### src/tmr_consts.svh
// Purpose: constants of the 16-bit timer control block
// Assumes: byte-wide register port, 8-bit addresses
// Notes: definitions only
`ifndef TMR_CONSTS_SVH
`define TMR_CONSTS_SVH

// ****************************************************************
// register offsets
// ****************************************************************
`define TMR_ADDR_MAIN 8'h00
`define TMR_ADDR_WAVE 8'h01
`define TMR_ADDR_LEVEL 8'h02
`define TMR_ADDR_SPLIT 8'h03
`define TMR_ADDR_E_CLR 8'h04
`define TMR_ADDR_E_SET 8'h05
`define TMR_ADDR_F_CLR 8'h06
`define TMR_ADDR_F_SET 8'h07
`define TMR_ADDR_CNT 8'h20
`define TMR_ADDR_PER 8'h26
`define TMR_ADDR_CMP 8'h28
`define TMR_ADDR_PERBUF 8'h36
`define TMR_ADDR_CMPBUF 8'h38
`define TMR_ADDR_STEP 8'h02

// ****************************************************************
// field positions
// ****************************************************************
`define TMR_EN_BIT 0
`define TMR_PRESC_LSB 1
`define TMR_PRESC_MSB 3
`define TMR_MODE_LSB 0
`define TMR_MODE_MSB 2
`define TMR_ALOCK_BIT 3
`define TMR_CMPEN_LSB 4
`define TMR_CMPEN_MSB 6
`define TMR_LEVEL_MSB 2
`define TMR_SPLIT_BIT 0
`define TMR_DIR_BIT 0
`define TMR_UPDATE_LOCK_BIT 1
`define TMR_CMD_LSB 2
`define TMR_CMD_MSB 3
`define TMR_BV_MSB 3

// ****************************************************************
// codes
// ****************************************************************
`define TMR_CMD_NONE 2'h0
`define TMR_CMD_UPDATE 2'h1
`define TMR_CMD_RESTART 2'h2
`define TMR_CMD_HARDRST 2'h3
`define TMR_MODE_NORMAL 3'h0
`define TMR_MODE_FRQ 3'h1
`define TMR_MODE_ONE_RAMP 3'h3
`define TMR_MODE_PEAK 3'h5
`define TMR_MODE_BOTH 3'h6
`define TMR_MODE_FLOOR 3'h7

// ****************************************************************
// prescaler masks, divide by mask plus one
// ****************************************************************
`define TMR_DIV1 10'h000
`define TMR_DIV2 10'h001
`define TMR_DIV4 10'h003
`define TMR_DIV8 10'h007
`define TMR_DIV16 10'h00F
`define TMR_DIV64 10'h03F
`define TMR_DIV256 10'h0FF
`define TMR_DIV1024 10'h3FF

// ****************************************************************
// reset values
// ****************************************************************
`define TMR_RST_BYTE 8'h00
`define TMR_RST_CNT 16'h0000
`define TMR_RST_PER 16'hFFFF
`define TMR_RST_CMP 16'h0000
`define TMR_CNT_ONE 16'h0001
`define TMR_PS_ONE 10'h001

`endif

### src/tmr_pkg.sv
// Purpose: types of the 16-bit timer control block
// Assumes: nothing
// Notes: all state lives in one packed struct
`default_nettype none

package tmr_pkg;

  // ****************************************************************
  // block state
  // ****************************************************************
  typedef struct packed {
    logic enable;
    logic [2:0] prescSel;
    logic [2:0] cmpEn;
    logic autoLock;
    logic [2:0] mode;
    logic [2:0] wgOut;
    logic split;
    logic update_lock;
    logic dir;
    logic [3:0] bv;
    logic [15:0] cnt;
    logic [15:0] period_value;
    logic [15:0] perBuf;
    logic [2:0][15:0] cmp;
    logic [2:0][15:0] cmpBuf;
    logic [9:0] psCnt;
    logic [7:0] rdData;
    logic [2:0] pinOut;
    logic [2:0] pinOe;
  } tmr_state_t;

endpackage : tmr_pkg

`default_nettype wire

### src/tmr_normal_ctrl.sv
// Purpose: control registers and core of a 16-bit timer, normal mode
// Assumes: core_clk 125 MHz, byte register port, read data one cycle late
// Notes: split mode only raises dualEightBitSelect
//
// How it works
// - prescaler code 0..7 divides clock by 1,2,4,8,16,64,256,1024
// - main enable bit turns the timer on, clear keeps it off
// - compare enables override pin only in frequency or PWM modes
// - auto-lock holds lock set until all enabled compare buffers valid
// - lock then stays clear until next update, which loads and relocks
// - without auto-lock hardware never touches the lock bit
// - modes 000 normal, 001 frequency, 011 single-ramp PWM
// - modes 101,110,111 two-ramp PWM, update at bottom; 010,100 reserved
// - normal mode drives no waveform; others only with compare enable
// - level bits read and write waveform levels while disabled
// - split bit selects the dual eight-bit arrangement
// - ones written to clear-side control E clear those bits
// - control E reads the same through set and clear addresses
// - command: none, update, restart, hard reset unless enabled
// - command field always reads zero
// - lock clear loads buffers at update; lock set blocks loading
// - direction bit: 0 up, 1 down; hardware and software change it
// - buffer high-byte writes set valid flags; an unlocked update clears them
// - ones written to set-side control E set those bits
//
// The implementer's own choice: the strobed register port.
`default_nettype none
`include "tmr_consts.svh"

module tmr_normal_ctrl (
  input wire logic core_clk,
  input wire logic rst,
  input wire logic [7:0] regAddr,
  input wire logic [7:0] regWrData,
  input wire logic regWrStrobe,
  input wire logic regRdStrobe,
  output logic [7:0] regRdData,
  output logic [2:0] waveformOutputPin,
  output logic [2:0] waveformOverride,
  output logic dualEightBitSelect,
  output logic timerRunning
);

  // ****************************************************************
  // functions
  // ****************************************************************
  function automatic logic [9:0] divMask(input logic [2:0] code);
    logic [9:0] m;
    m = `TMR_DIV1;
    case (code)
      3'h1: m = `TMR_DIV2;
      3'h2: m = `TMR_DIV4;
      3'h3: m = `TMR_DIV8;
      3'h4: m = `TMR_DIV16;
      3'h5: m = `TMR_DIV64;
      3'h6: m = `TMR_DIV256;
      3'h7: m = `TMR_DIV1024;
      default: m = `TMR_DIV1;
    endcase
    return m;
  endfunction : divMask

  function automatic logic isTwoRamp(input logic [2:0] md);
    return (md == `TMR_MODE_PEAK) || (md == `TMR_MODE_BOTH) ||
      (md == `TMR_MODE_FLOOR);
  endfunction : isTwoRamp

  function automatic logic isWaveMode(input logic [2:0] md);
    return (md == `TMR_MODE_FRQ) || (md == `TMR_MODE_ONE_RAMP) ||
      isTwoRamp(md);
  endfunction : isWaveMode

  function automatic tmr_pkg::tmr_state_t resetState();
    tmr_pkg::tmr_state_t r;
    r = '0;
    r.cnt = `TMR_RST_CNT;
    r.period_value = `TMR_RST_PER;
    r.perBuf = `TMR_RST_PER;
    r.cmp = {3{`TMR_RST_CMP}};
    r.cmpBuf = {3{`TMR_RST_CMP}};
    return r;
  endfunction : resetState

  // ****************************************************************
  // state
  // ****************************************************************
  tmr_pkg::tmr_state_t state_reg;
  tmr_pkg::tmr_state_t state_next;
  logic tick;
  logic updCond;
  logic doUpdate;
  logic wrSet;
  logic [1:0] cmdCode;
  logic [3:0] bvSet;
  logic [15:0] topVal;

  // ****************************************************************
  // next state
  // ****************************************************************
  always_comb begin
    state_next = state_reg;
    state_next.rdData = `TMR_RST_BYTE;
    updCond = 1'b0;
    bvSet = 4'h0;
    wrSet = regWrStrobe && (regAddr == `TMR_ADDR_E_SET);
    cmdCode = wrSet ? regWrData[`TMR_CMD_MSB:`TMR_CMD_LSB] : `TMR_CMD_NONE;
    topVal = (state_reg.mode == `TMR_MODE_FRQ) ?
      state_reg.cmp[0] : state_reg.period_value;

    // prescaler: free count, tick when masked bits all ones
    state_next.psCnt = state_reg.enable ?
      state_reg.psCnt + `TMR_PS_ONE : 10'h000;
    tick = state_reg.enable && ((state_reg.psCnt &
      divMask(state_reg.prescSel)) == divMask(state_reg.prescSel));

    // counting sequence per mode
    if (tick) begin
      if (isTwoRamp(state_reg.mode)) begin
        if (!state_reg.dir) begin
          if (state_reg.cnt >= topVal) begin
            state_next.dir = 1'b1;
            state_next.cnt = state_reg.cnt - `TMR_CNT_ONE;
          end else begin
            state_next.cnt = state_reg.cnt + `TMR_CNT_ONE;
          end
        end else if (state_reg.cnt == `TMR_RST_CNT) begin
          state_next.dir = 1'b0;
          state_next.cnt = `TMR_CNT_ONE;
          updCond = 1'b1;
        end else begin
          state_next.cnt = state_reg.cnt - `TMR_CNT_ONE;
        end
      end else if (!state_reg.dir) begin
        if (state_reg.cnt >= topVal) begin
          // top and bottom meet on the wrap in one-ramp modes
          state_next.cnt = `TMR_RST_CNT;
          updCond = 1'b1;
        end else begin
          state_next.cnt = state_reg.cnt + `TMR_CNT_ONE;
        end
      end else if (state_reg.cnt == `TMR_RST_CNT) begin
        state_next.cnt = topVal;
        updCond = 1'b1;
      end else begin
        state_next.cnt = state_reg.cnt - `TMR_CNT_ONE;
      end
    end

    // update: load buffers unless locked
    doUpdate = updCond || (cmdCode == `TMR_CMD_UPDATE);
    if (doUpdate && !state_reg.update_lock) begin
      if (state_reg.bv[0]) begin
        state_next.period_value = state_reg.perBuf;
      end
      for (int i = 0; i < 3; i++) begin
        if (state_reg.bv[i + 1]) begin
          state_next.cmp[i] = state_reg.cmpBuf[i];
        end
      end
      // flags kept while locked, else auto-lock could never gather them
      state_next.bv = 4'h0;
      if (state_reg.autoLock) begin
        state_next.update_lock = 1'b1;
      end
    end else if (state_reg.autoLock) begin
      state_next.update_lock = (state_reg.bv[3:1] & state_reg.cmpEn) !=
        state_reg.cmpEn;
    end

    // register writes
    if (regWrStrobe) begin
      if (regAddr == `TMR_ADDR_MAIN) begin
        state_next.enable = regWrData[`TMR_EN_BIT];
        state_next.prescSel =
          regWrData[`TMR_PRESC_MSB:`TMR_PRESC_LSB];
      end else if (regAddr == `TMR_ADDR_WAVE) begin
        state_next.cmpEn = regWrData[`TMR_CMPEN_MSB:`TMR_CMPEN_LSB];
        state_next.autoLock = regWrData[`TMR_ALOCK_BIT];
        state_next.mode = regWrData[`TMR_MODE_MSB:`TMR_MODE_LSB];
      end else if (regAddr == `TMR_ADDR_LEVEL) begin
        // running generator owns the levels
        if (!state_reg.enable) begin
          state_next.wgOut = regWrData[`TMR_LEVEL_MSB:0];
        end
      end else if (regAddr == `TMR_ADDR_SPLIT) begin
        state_next.split = regWrData[`TMR_SPLIT_BIT];
      end else if (regAddr == `TMR_ADDR_E_CLR) begin
        if (regWrData[`TMR_UPDATE_LOCK_BIT]) begin
          state_next.update_lock = 1'b0;
        end
        if (regWrData[`TMR_DIR_BIT]) begin
          state_next.dir = 1'b0;
        end
      end else if (regAddr == `TMR_ADDR_E_SET) begin
        if (regWrData[`TMR_UPDATE_LOCK_BIT]) begin
          state_next.update_lock = 1'b1;
        end
        if (regWrData[`TMR_DIR_BIT]) begin
          state_next.dir = 1'b1;
        end
      end else if (regAddr == `TMR_ADDR_F_CLR) begin
        state_next.bv = state_next.bv & ~regWrData[`TMR_BV_MSB:0];
      end else if (regAddr == `TMR_ADDR_F_SET) begin
        state_next.bv = state_next.bv | regWrData[`TMR_BV_MSB:0];
      end else if (regAddr == `TMR_ADDR_CNT) begin
        state_next.cnt[7:0] = regWrData;
      end else if (regAddr == `TMR_ADDR_CNT + 8'h01) begin
        state_next.cnt[15:8] = regWrData;
      end else if (regAddr == `TMR_ADDR_PER) begin
        state_next.period_value[7:0] = regWrData;
      end else if (regAddr == `TMR_ADDR_PER + 8'h01) begin
        state_next.period_value[15:8] = regWrData;
      end else if (regAddr == `TMR_ADDR_PERBUF) begin
        state_next.perBuf[7:0] = regWrData;
      end else if (regAddr == `TMR_ADDR_PERBUF + 8'h01) begin
        state_next.perBuf[15:8] = regWrData;
        bvSet[0] = 1'b1;
      end
      for (int i = 0; i < 3; i++) begin
        if (regAddr == `TMR_ADDR_CMP + 8'(i * 2)) begin
          state_next.cmp[i][7:0] = regWrData;
        end else if (regAddr == `TMR_ADDR_CMP + 8'(i * 2 + 1)) begin
          state_next.cmp[i][15:8] = regWrData;
        end else if (regAddr == `TMR_ADDR_CMPBUF + 8'(i * 2)) begin
          state_next.cmpBuf[i][7:0] = regWrData;
        end else if (regAddr == `TMR_ADDR_CMPBUF + 8'(i * 2 + 1)) begin
          state_next.cmpBuf[i][15:8] = regWrData;
          bvSet[i + 1] = 1'b1;
        end
      end
    end
    // buffer write beats any clear in the same cycle
    state_next.bv = state_next.bv | bvSet;

    // waveform generator
    if (state_reg.enable) begin
      if (state_reg.mode == `TMR_MODE_FRQ) begin
        if (updCond) begin
          state_next.wgOut[0] = ~state_reg.wgOut[0];
        end
      end else if ((state_reg.mode == `TMR_MODE_ONE_RAMP) ||
          isTwoRamp(state_reg.mode)) begin
        for (int i = 0; i < 3; i++) begin
          state_next.wgOut[i] = state_next.cnt < state_next.cmp[i];
        end
      end
    end

    // commands
    if (cmdCode == `TMR_CMD_RESTART) begin
      state_next.cnt = `TMR_RST_CNT;
      state_next.dir = 1'b0;
      state_next.wgOut = 3'h0;
      state_next.psCnt = 10'h000;
    end else if ((cmdCode == `TMR_CMD_HARDRST) && !state_reg.enable) begin
      state_next = resetState();
    end

    // pins follow the next levels so they match the registers
    for (int i = 0; i < 3; i++) begin
      state_next.pinOe[i] = state_next.cmpEn[i] &&
        isWaveMode(state_next.mode);
    end
    state_next.pinOut = state_next.wgOut;

    // read data, one cycle after the strobe
    if (regRdStrobe) begin
      if (regAddr == `TMR_ADDR_MAIN) begin
        state_next.rdData = {4'h0, state_reg.prescSel, state_reg.enable};
      end else if (regAddr == `TMR_ADDR_WAVE) begin
        state_next.rdData = {1'b0, state_reg.cmpEn, state_reg.autoLock,
          state_reg.mode};
      end else if (regAddr == `TMR_ADDR_LEVEL) begin
        state_next.rdData = {5'h00, state_reg.wgOut};
      end else if (regAddr == `TMR_ADDR_SPLIT) begin
        state_next.rdData = {7'h00, state_reg.split};
      end else if ((regAddr == `TMR_ADDR_E_CLR) ||
          (regAddr == `TMR_ADDR_E_SET)) begin
        state_next.rdData = {4'h0, `TMR_CMD_NONE, state_reg.update_lock,
          state_reg.dir};
      end else if ((regAddr == `TMR_ADDR_F_CLR) ||
          (regAddr == `TMR_ADDR_F_SET)) begin
        state_next.rdData = {4'h0, state_reg.bv};
      end else if (regAddr == `TMR_ADDR_CNT) begin
        state_next.rdData = state_reg.cnt[7:0];
      end else if (regAddr == `TMR_ADDR_CNT + 8'h01) begin
        state_next.rdData = state_reg.cnt[15:8];
      end else if (regAddr == `TMR_ADDR_PER) begin
        state_next.rdData = state_reg.period_value[7:0];
      end else if (regAddr == `TMR_ADDR_PER + 8'h01) begin
        state_next.rdData = state_reg.period_value[15:8];
      end else if (regAddr == `TMR_ADDR_PERBUF) begin
        state_next.rdData = state_reg.perBuf[7:0];
      end else if (regAddr == `TMR_ADDR_PERBUF + 8'h01) begin
        state_next.rdData = state_reg.perBuf[15:8];
      end
      for (int i = 0; i < 3; i++) begin
        if (regAddr == `TMR_ADDR_CMP + 8'(i * 2)) begin
          state_next.rdData = state_reg.cmp[i][7:0];
        end else if (regAddr == `TMR_ADDR_CMP + 8'(i * 2 + 1)) begin
          state_next.rdData = state_reg.cmp[i][15:8];
        end else if (regAddr == `TMR_ADDR_CMPBUF + 8'(i * 2)) begin
          state_next.rdData = state_reg.cmpBuf[i][7:0];
        end else if (regAddr == `TMR_ADDR_CMPBUF + 8'(i * 2 + 1)) begin
          state_next.rdData = state_reg.cmpBuf[i][15:8];
        end
      end
    end
  end

  // ****************************************************************
  // registers
  // ****************************************************************
  always_ff @(posedge core_clk or posedge rst) begin
    if (rst) begin
      state_reg <= resetState();
    end else begin
      state_reg <= state_next;
    end
  end

  assign regRdData = state_reg.rdData;
  assign waveformOutputPin = state_reg.pinOut;
  assign waveformOverride = state_reg.pinOe;
  assign dualEightBitSelect = state_reg.split;
  assign timerRunning = state_reg.enable;

  // ****************************************************************
  // checks
  // ****************************************************************
  AST_CMD_READS_ZERO: assert property (@(posedge core_clk) disable iff (rst)
    regRdStrobe && ((regAddr == `TMR_ADDR_E_CLR) ||
    (regAddr == `TMR_ADDR_E_SET)) |=> regRdData[3:2] == 2'h0)
    else $error("command field read back nonzero");

  AST_E_READ_STATUS: assert property (@(posedge core_clk) disable iff (rst)
    regRdStrobe && (regAddr == `TMR_ADDR_E_CLR) |=>
    regRdData[1:0] == $past({state_reg.update_lock, state_reg.dir}))
    else $error("control E read differs from status");

  AST_LOCK_UNTOUCHED: assert property (@(posedge core_clk) disable iff (rst)
    !state_reg.autoLock && !(regWrStrobe && ((regAddr == `TMR_ADDR_E_CLR)
    || (regAddr == `TMR_ADDR_E_SET))) |=> $stable(state_reg.update_lock))
    else $error("lock bit changed by hardware");

  AST_LOCK_BLOCKS: assert property (@(posedge core_clk) disable iff (rst)
    doUpdate && state_reg.update_lock && !(regWrStrobe &&
    (regAddr >= `TMR_ADDR_PER)) |=>
    $stable(state_reg.period_value) && $stable(state_reg.cmp))
    else $error("buffer loaded while locked");

  AST_BV_CLEARED: assert property (@(posedge core_clk) disable iff (rst)
    doUpdate && !state_reg.update_lock && !regWrStrobe |=>
    state_reg.bv == 4'h0)
    else $error("valid flags survived update");

  AST_AUTOLOCK_RELEASE: assert property (@(posedge core_clk)
    disable iff (rst) state_reg.autoLock && state_reg.update_lock && !doUpdate &&
    !regWrStrobe && ((state_reg.bv[3:1] & state_reg.cmpEn) ==
    state_reg.cmpEn) |=> !state_reg.update_lock)
    else $error("auto-lock did not release");

  AST_NO_WAVE_NORMAL: assert property (@(posedge core_clk) disable iff (rst)
    state_reg.mode == `TMR_MODE_NORMAL |->
    waveformOverride == 3'h0)
    else $error("override asserted in normal mode");

  AST_LEVEL_WRITE: assert property (@(posedge core_clk) disable iff (rst)
    regWrStrobe && (regAddr == `TMR_ADDR_LEVEL) && !state_reg.enable |=>
    waveformOutputPin == $past(regWrData[2:0]))
    else $error("level write not seen on waveform");

  AST_HARD_RESET: assert property (@(posedge core_clk) disable iff (rst)
    wrSet && (regWrData[3:2] == `TMR_CMD_HARDRST) && !state_reg.enable |=>
    state_reg.cnt == `TMR_RST_CNT && state_reg.mode == 3'h0 &&
    state_reg.bv == 4'h0)
    else $error("hard reset incomplete");

  AST_HARD_RESET_IGNORED: assert property (@(posedge core_clk)
    disable iff (rst) wrSet && (regWrData[3:2] == `TMR_CMD_HARDRST) &&
    state_reg.enable |=> timerRunning)
    else $error("hard reset acted while enabled");

  AST_RESTART: assert property (@(posedge core_clk) disable iff (rst)
    wrSet && (regWrData[3:2] == `TMR_CMD_RESTART) |=>
    state_reg.cnt == 16'h0000 && !state_reg.dir)
    else $error("restart did not clear counter");

  AST_TICK_RATE: assert property (@(posedge core_clk) disable iff (rst)
    tick && (state_reg.prescSel == 3'h7) |->
    state_reg.psCnt == 10'h3FF)
    else $error("divide by 1024 tick misplaced");

endmodule : tmr_normal_ctrl

`default_nettype wire

### config.mk
export PLATFORM = sky130hd
export DESIGN_NAME = tmr_normal_ctrl
export DESIGN_NICKNAME = d
export VERILOG_FILES = /design/src/tmr_pkg.sv /design/src/tmr_normal_ctrl.sv
export VERILOG_INCLUDE_DIRS = /design/src
export SDC_FILE = /design/constraint.sdc
export NUM_CORES = 1
export LEC_CHECK = 0
export BUFFER_PORTS_ARGS = -buffer_cell sky130_fd_sc_hd__buf_2
export CAP_MARGIN = 30
export CORE_ASPECT_RATIO = 1.4
export CORE_UTILIZATION = 45
export DETAILED_ROUTE_END_ITERATION = 10
export PLACE_DENSITY = 0.69
export SYNTH_ARGS = -nofsm -noshare
export SYNTH_HDL_FRONTEND = slang
export SYNTH_SLANG_ARGS = --single-unit
### constraint.sdc
create_clock -name core_clk -period 14.5 [get_ports core_clk]
set_input_delay 3.625 -clock core_clk [delete_from_list [all_inputs] [get_ports core_clk]]
set_output_delay 3.625 -clock core_clk [all_outputs]
set_load 0.02 [all_outputs]
Word-level counts from Yosys, hierarchy flattened:

Index checks and enable logic that the tools add are counted.

* flip-flop bits (word level): 186
* bits of input ports: 20
* word-level logic and storage cells: 262

* add/subtract/negate cells: 3
* order comparisons: 4
* equality and inequality tests: 47
* mux-type cells: 158
* bitwise operators: 7
* reduce and logical (&&, ||, !) cells: 21

Operators by type and width (count)
* two-way mux 8 bit: 52
* two-way mux 16 bit: 23
* two-way mux 189 bit: 1
* two-way mux 165 bit: 1
* == test 8 x 6 -> 1 bit, second input constant: 18
* two-way mux 48 bit: 3
* two-way mux 128 bit: 1
* two-way mux 52 bit: 2
* case mux 10 bit (7 select lines): 1
* two-way mux 65 bit: 1
* two-way mux 32 bit: 2
* two-way mux 58 bit: 1
* two-way mux 55 bit: 1
* two-way mux 54 bit: 1
* less-than comparator 16 bit: 3
* two-way mux 1 bit: 47
* == test 8 x 3 -> 1 bit, second input constant: 4
* == test 3 bit, second input constant: 10
* two-way mux 4 bit: 6
* two-way mux 10 bit: 2
* adder 16 x 1 -> 16 bit, second input constant: 1
* == test 8 x 2 -> 1 bit, second input constant: 2
* greater-or-equal comparator 16 bit: 1
* logical NOT 16 bit: 1
* other kinds (24): 55

Longest topological paths before layout:

* word-level depth: 54
* depth in mapped cells: 26
* gate-level depth less buffers: 23

Least setup slack after synthesis:

No wires, ideal clock.

* kind: input-to-reg
* from: input regAddr[7]
* to: register state_reg (netlist bit waveformOutputPin[0])
* library setup time: 0.076 ns
* arrival: 6.821 ns
* required time: 14.424 ns
* path slack: 7.603 ns
* cell stages on the path: 19
* buffers on the path: 1
* cells stage by stage: nor4_4 nand3_1 or3_1 o31ai_4 a32oi_2 buf_2 mux2i_1 nor2_1 a21oi_1 ha_1 a21oi_1 nor2b_1 o21ai_0 nand2b_1 a21oi_1 o211ai_1 nor3_1 o21ai_0 o21ai_1

RTL lines
* start: declaration: line tmr_normal_ctrl.sv:33 `input wire logic [7:0] regAddr,`
* end signal: assignment: line tmr_normal_ctrl.sv:316 `state_reg <= resetState();`
* end signal: assignment: line tmr_normal_ctrl.sv:318 `state_reg <= state_next;`
* end: declaration: line tmr_normal_ctrl.sv:87 `tmr_pkg::tmr_state_t state_reg;`

==> run_results.csv <==
group,metric,value,unit
yosys,synth_top_area_share,0.292,
final_layout,drive_gt1_frac,0.130,
route,avgRoutedWirePerCell,27.3,um
critical_path,cpPeakStageDelay,0.79,ns
yosys,synth_top_family_by_area,"simple AND/OR/NAND/NOR gates",
timing,worstMarginPinSlew,1.02,ns
critical_path,worstPathCellList,"buf_2 -> nor4b_4 -> nand2_1 -> nor2_1 -> nand3_1 -> a31oi_1 -> ha_1 -> a41oi_1 -> o21ai_0 -> a21o_1 -> a21oi_1 -> nor2b_1 -> o21ai_0 -> and3_1 -> o21ai_0 -> o21ai_1",
critical_path,cp.required,14.90,ns
clock_network,numCtsBuffers,17,
timing,rsz0062_at_grt,"false",
critical_path,crit_top_cell,"o21ai_0",
clock_network,postCtsResizedCells,0,
clock_network,clock_path_buffers,2,
grt,track_usage,0.341,
clock_network,root_buffer,"clkbuf_16",
floorplanning,coreArea,0.0286,mm^2
route,initialDrtViolationCount,1638,
grt,grt_pass1_vias,11800,
place,routabilityCongestion,1.05,
floorplanning,dieArea,0.0300,mm^2
yosys,netlist_area,0.0132,mm^2
grt,grt_start_max_net_pins,121,
yosys,syn_inst,1485,
yosys,synthMuxAreaShare,0.151,
clock_network,cts_hold_buf,0,
route,drc_errors,0,
yosys,yosys_register_bits,186,
job,drv_cap,0,
power,power.total,0.00178,W
yosys,ys_top_cells_by_count,"nor2_1, mux2i_1, dfrtp_1",
clock_network,htree_levels,4,
timing,finalWorstSetupSlack,6.97,ns
yosys,ys_seq_area_frac,0.355,
grt,use_met1,0.405,
timing,fin_setup_tns,0,ns
timing,finalCritPeriodShare,0.519,
yosys,synth_ff_type,"dfrtp_1",
place,port-buffer-count,35,
timing,fmax,133,MHz
power,power_leakage,6.69,nW
final_layout,area_delta_synth_final,7.18,%
critical_path,critical_path.slowest_cell,"a31oi_1",
yosys,syn_avg_cell_area,8.89,um^2
place,dp_slack,6.70,ns
floorplanning,die_w,147,um
critical_path,cp_max_fo,15,
hold_path,worstHoldPathType,"register to register",
power,irDropWorstVdd,0.103,mV
yosys,synth_nets,1567,
yosys,synthArstFlopShare,1.00,
final_layout,nets,1532,
grt,use_met3,0.0546,
power,p_per_area,126,mW/mm^2
timing,finClkSkew,0.0128,ns
yosys,yosys.area_share.simple,0.192,
yosys,netlist-cell-type-count,90,
yosys,yosys.area.top_type,"dfrtp_1",
critical_path,crit_type,"input port to register",
route,ant_nets,0,
clock_network,cts_setup_buffers,0,
route,first_pass_iters,8,
route,detail_route.vias_per_cell,6.66,
final_layout,diodes,0,
route,vias,12200,
timing,period_minus_slack,7.53,ns
place,dp_hpwl,35700,um
floorplanning,die_h,205,um
timing,finalHoldViolations,0,
yosys,synthTopCellsByArea,"dfrtp_1, mux2i_1, dfstp_2, nor2_1, ha_1",
timing,finalSetupViolations,0,
yosys,synth_most_common_cell,"nor2_1",
floorplanning,io_pins,36,
clock_network,cts_sinks,186,
critical_path,crit_path_end_kind,"register",
final_layout,largest_register_ffs,170,
grt,grt_pass1_wl,74900,um
clock_network,insertion_delay,0.47,ns
yosys,synthXorXnorAreaFrac,0.0192,
critical_path,start_kind,"input port",
clock_network,cts_tree,"yes",
floorplanning,rows,73,
yosys,synth-adder-area-share,0.0596,
critical_path,arrival,7.92,ns
critical_path,reg2reg_setup_slack,8.15,ns
grt,grt_util_met2,0.554,
clock_network,cts.clk_slew.worst_paths,0.08,ns
grt,grt_antenna_before_repair,0,
yosys,synth_compound_area_frac,0.177,
grt,grt_overflow,0,
grt,grt-busiest-layer,"met2",
timing,slew_violations,0,
run_status,status,"finished clean",
route,routed_wl,50100,um
timing,slew-limit-headroom,0.315,
yosys,synth_edf_count,0,
floorplanning,initial_utilization,0.462,
yosys,yosysWarningCount,0,
worst paths after layout:
kind | start | to | cells past startpoint
max in group asynchronous | rst | state_reg[183]$_DFF_PP0_ | 3
worst max register to register | state_reg[178]$_DFF_PP0_ | waveformOutputPin[1]$_DFF_PP0_ | 22
worst max-delay path | regAddr[7] | waveformOutputPin[1]$_DFF_PP0_ | 16
worst min register to register | state_reg[124]$_DFF_PP1_ | state_reg[124]$_DFF_PP1_ | 2
worst min-delay path | state_reg[124]$_DFF_PP1_ | state_reg[124]$_DFF_PP1_ | 2
min in group asynchronous | rst | state_reg[43]$_DFF_PP0_ | 2
metrics by stage:
stage | util | cells | hold WS (ns) | cell area (um^2)
2_1_floorplan | - | 1485 | 0.485 | 13200
3_3_place_gp | 0.474 | 1804 | 0.532 | 13500
3_5_place_dp | 0.474 | 1806 | 0.537 | 13600
4_1_cts | 0.495 | 1838 | 0.555 | 14200
5_1_grt | 0.495 | 1838 | 0.582 | 14200
6_report | 0.495 | 1838 | 0.559 | 14200
layout by cell type, fill, tap and decap left out, types with 21 or more instances in the layout:
| cell | count |
|---|---|
| ha_1 | 62 |
| nand2_1 | 123 |
| mux2i_1 | 159 |
| inv_1 | 21 |
| dfstp_2 | 32 |
| mux2_2 | 21 |
| o21ai_0 | 72 |
| nor2_1 | 220 |
| a21oi_1 | 108 |
| dfrtp_1 | 154 |
| buf_4 | 23 |
| nor3_1 | 28 |
| buf_2 | 36 |
| nand3_1 | 40 |
logic make-up (layout without fill, tap and decap cells):
logic type | after synthesis | in the layout
simple gates | 531 | 531
compound gates | 349 | 349
mux | 191 | 191
fa+ha+maj | 63 | 63
xor+xnor | 29 | 29
buf+inv | 136 | 114
flops | 186 | 186
power by group:
group,switching (W),leakage [nW],internal (W)
clock network,0.000243,0.293,0.000247
registers,0.000125,2.41,0.000572
logic,0.000355,3.98,0.000239
worst max-delay path, delay by kind of cell:
kind                       cells  cell delay (ns)
buffers and inverters          1             0.15
AOI/OAI and AO/OA              8             1.77
adders and majority gates      1             0.39
and+or+nand+nor                6             1.96
layer usage:
layer	wire length, um	up-vias
li1	-	5328
met1	18900	5953
met3	3800	219
met5	0	-
met4	4090	0
met2	23400	733
cell type report:
class | count | area, um^2
Multi-Input combinational cell | 1163 | 7940
Inverter | 22 | 90.1
Timing Repair Buffer | 60 | 364
Fill cell | 2720 | 14400
Tap cell | 375 | 469
Clock inverter | 15 | 176
Clock buffer | 17 | 425
Sequential cell | 186 | 4690
(Power assumes the default switching activity.)
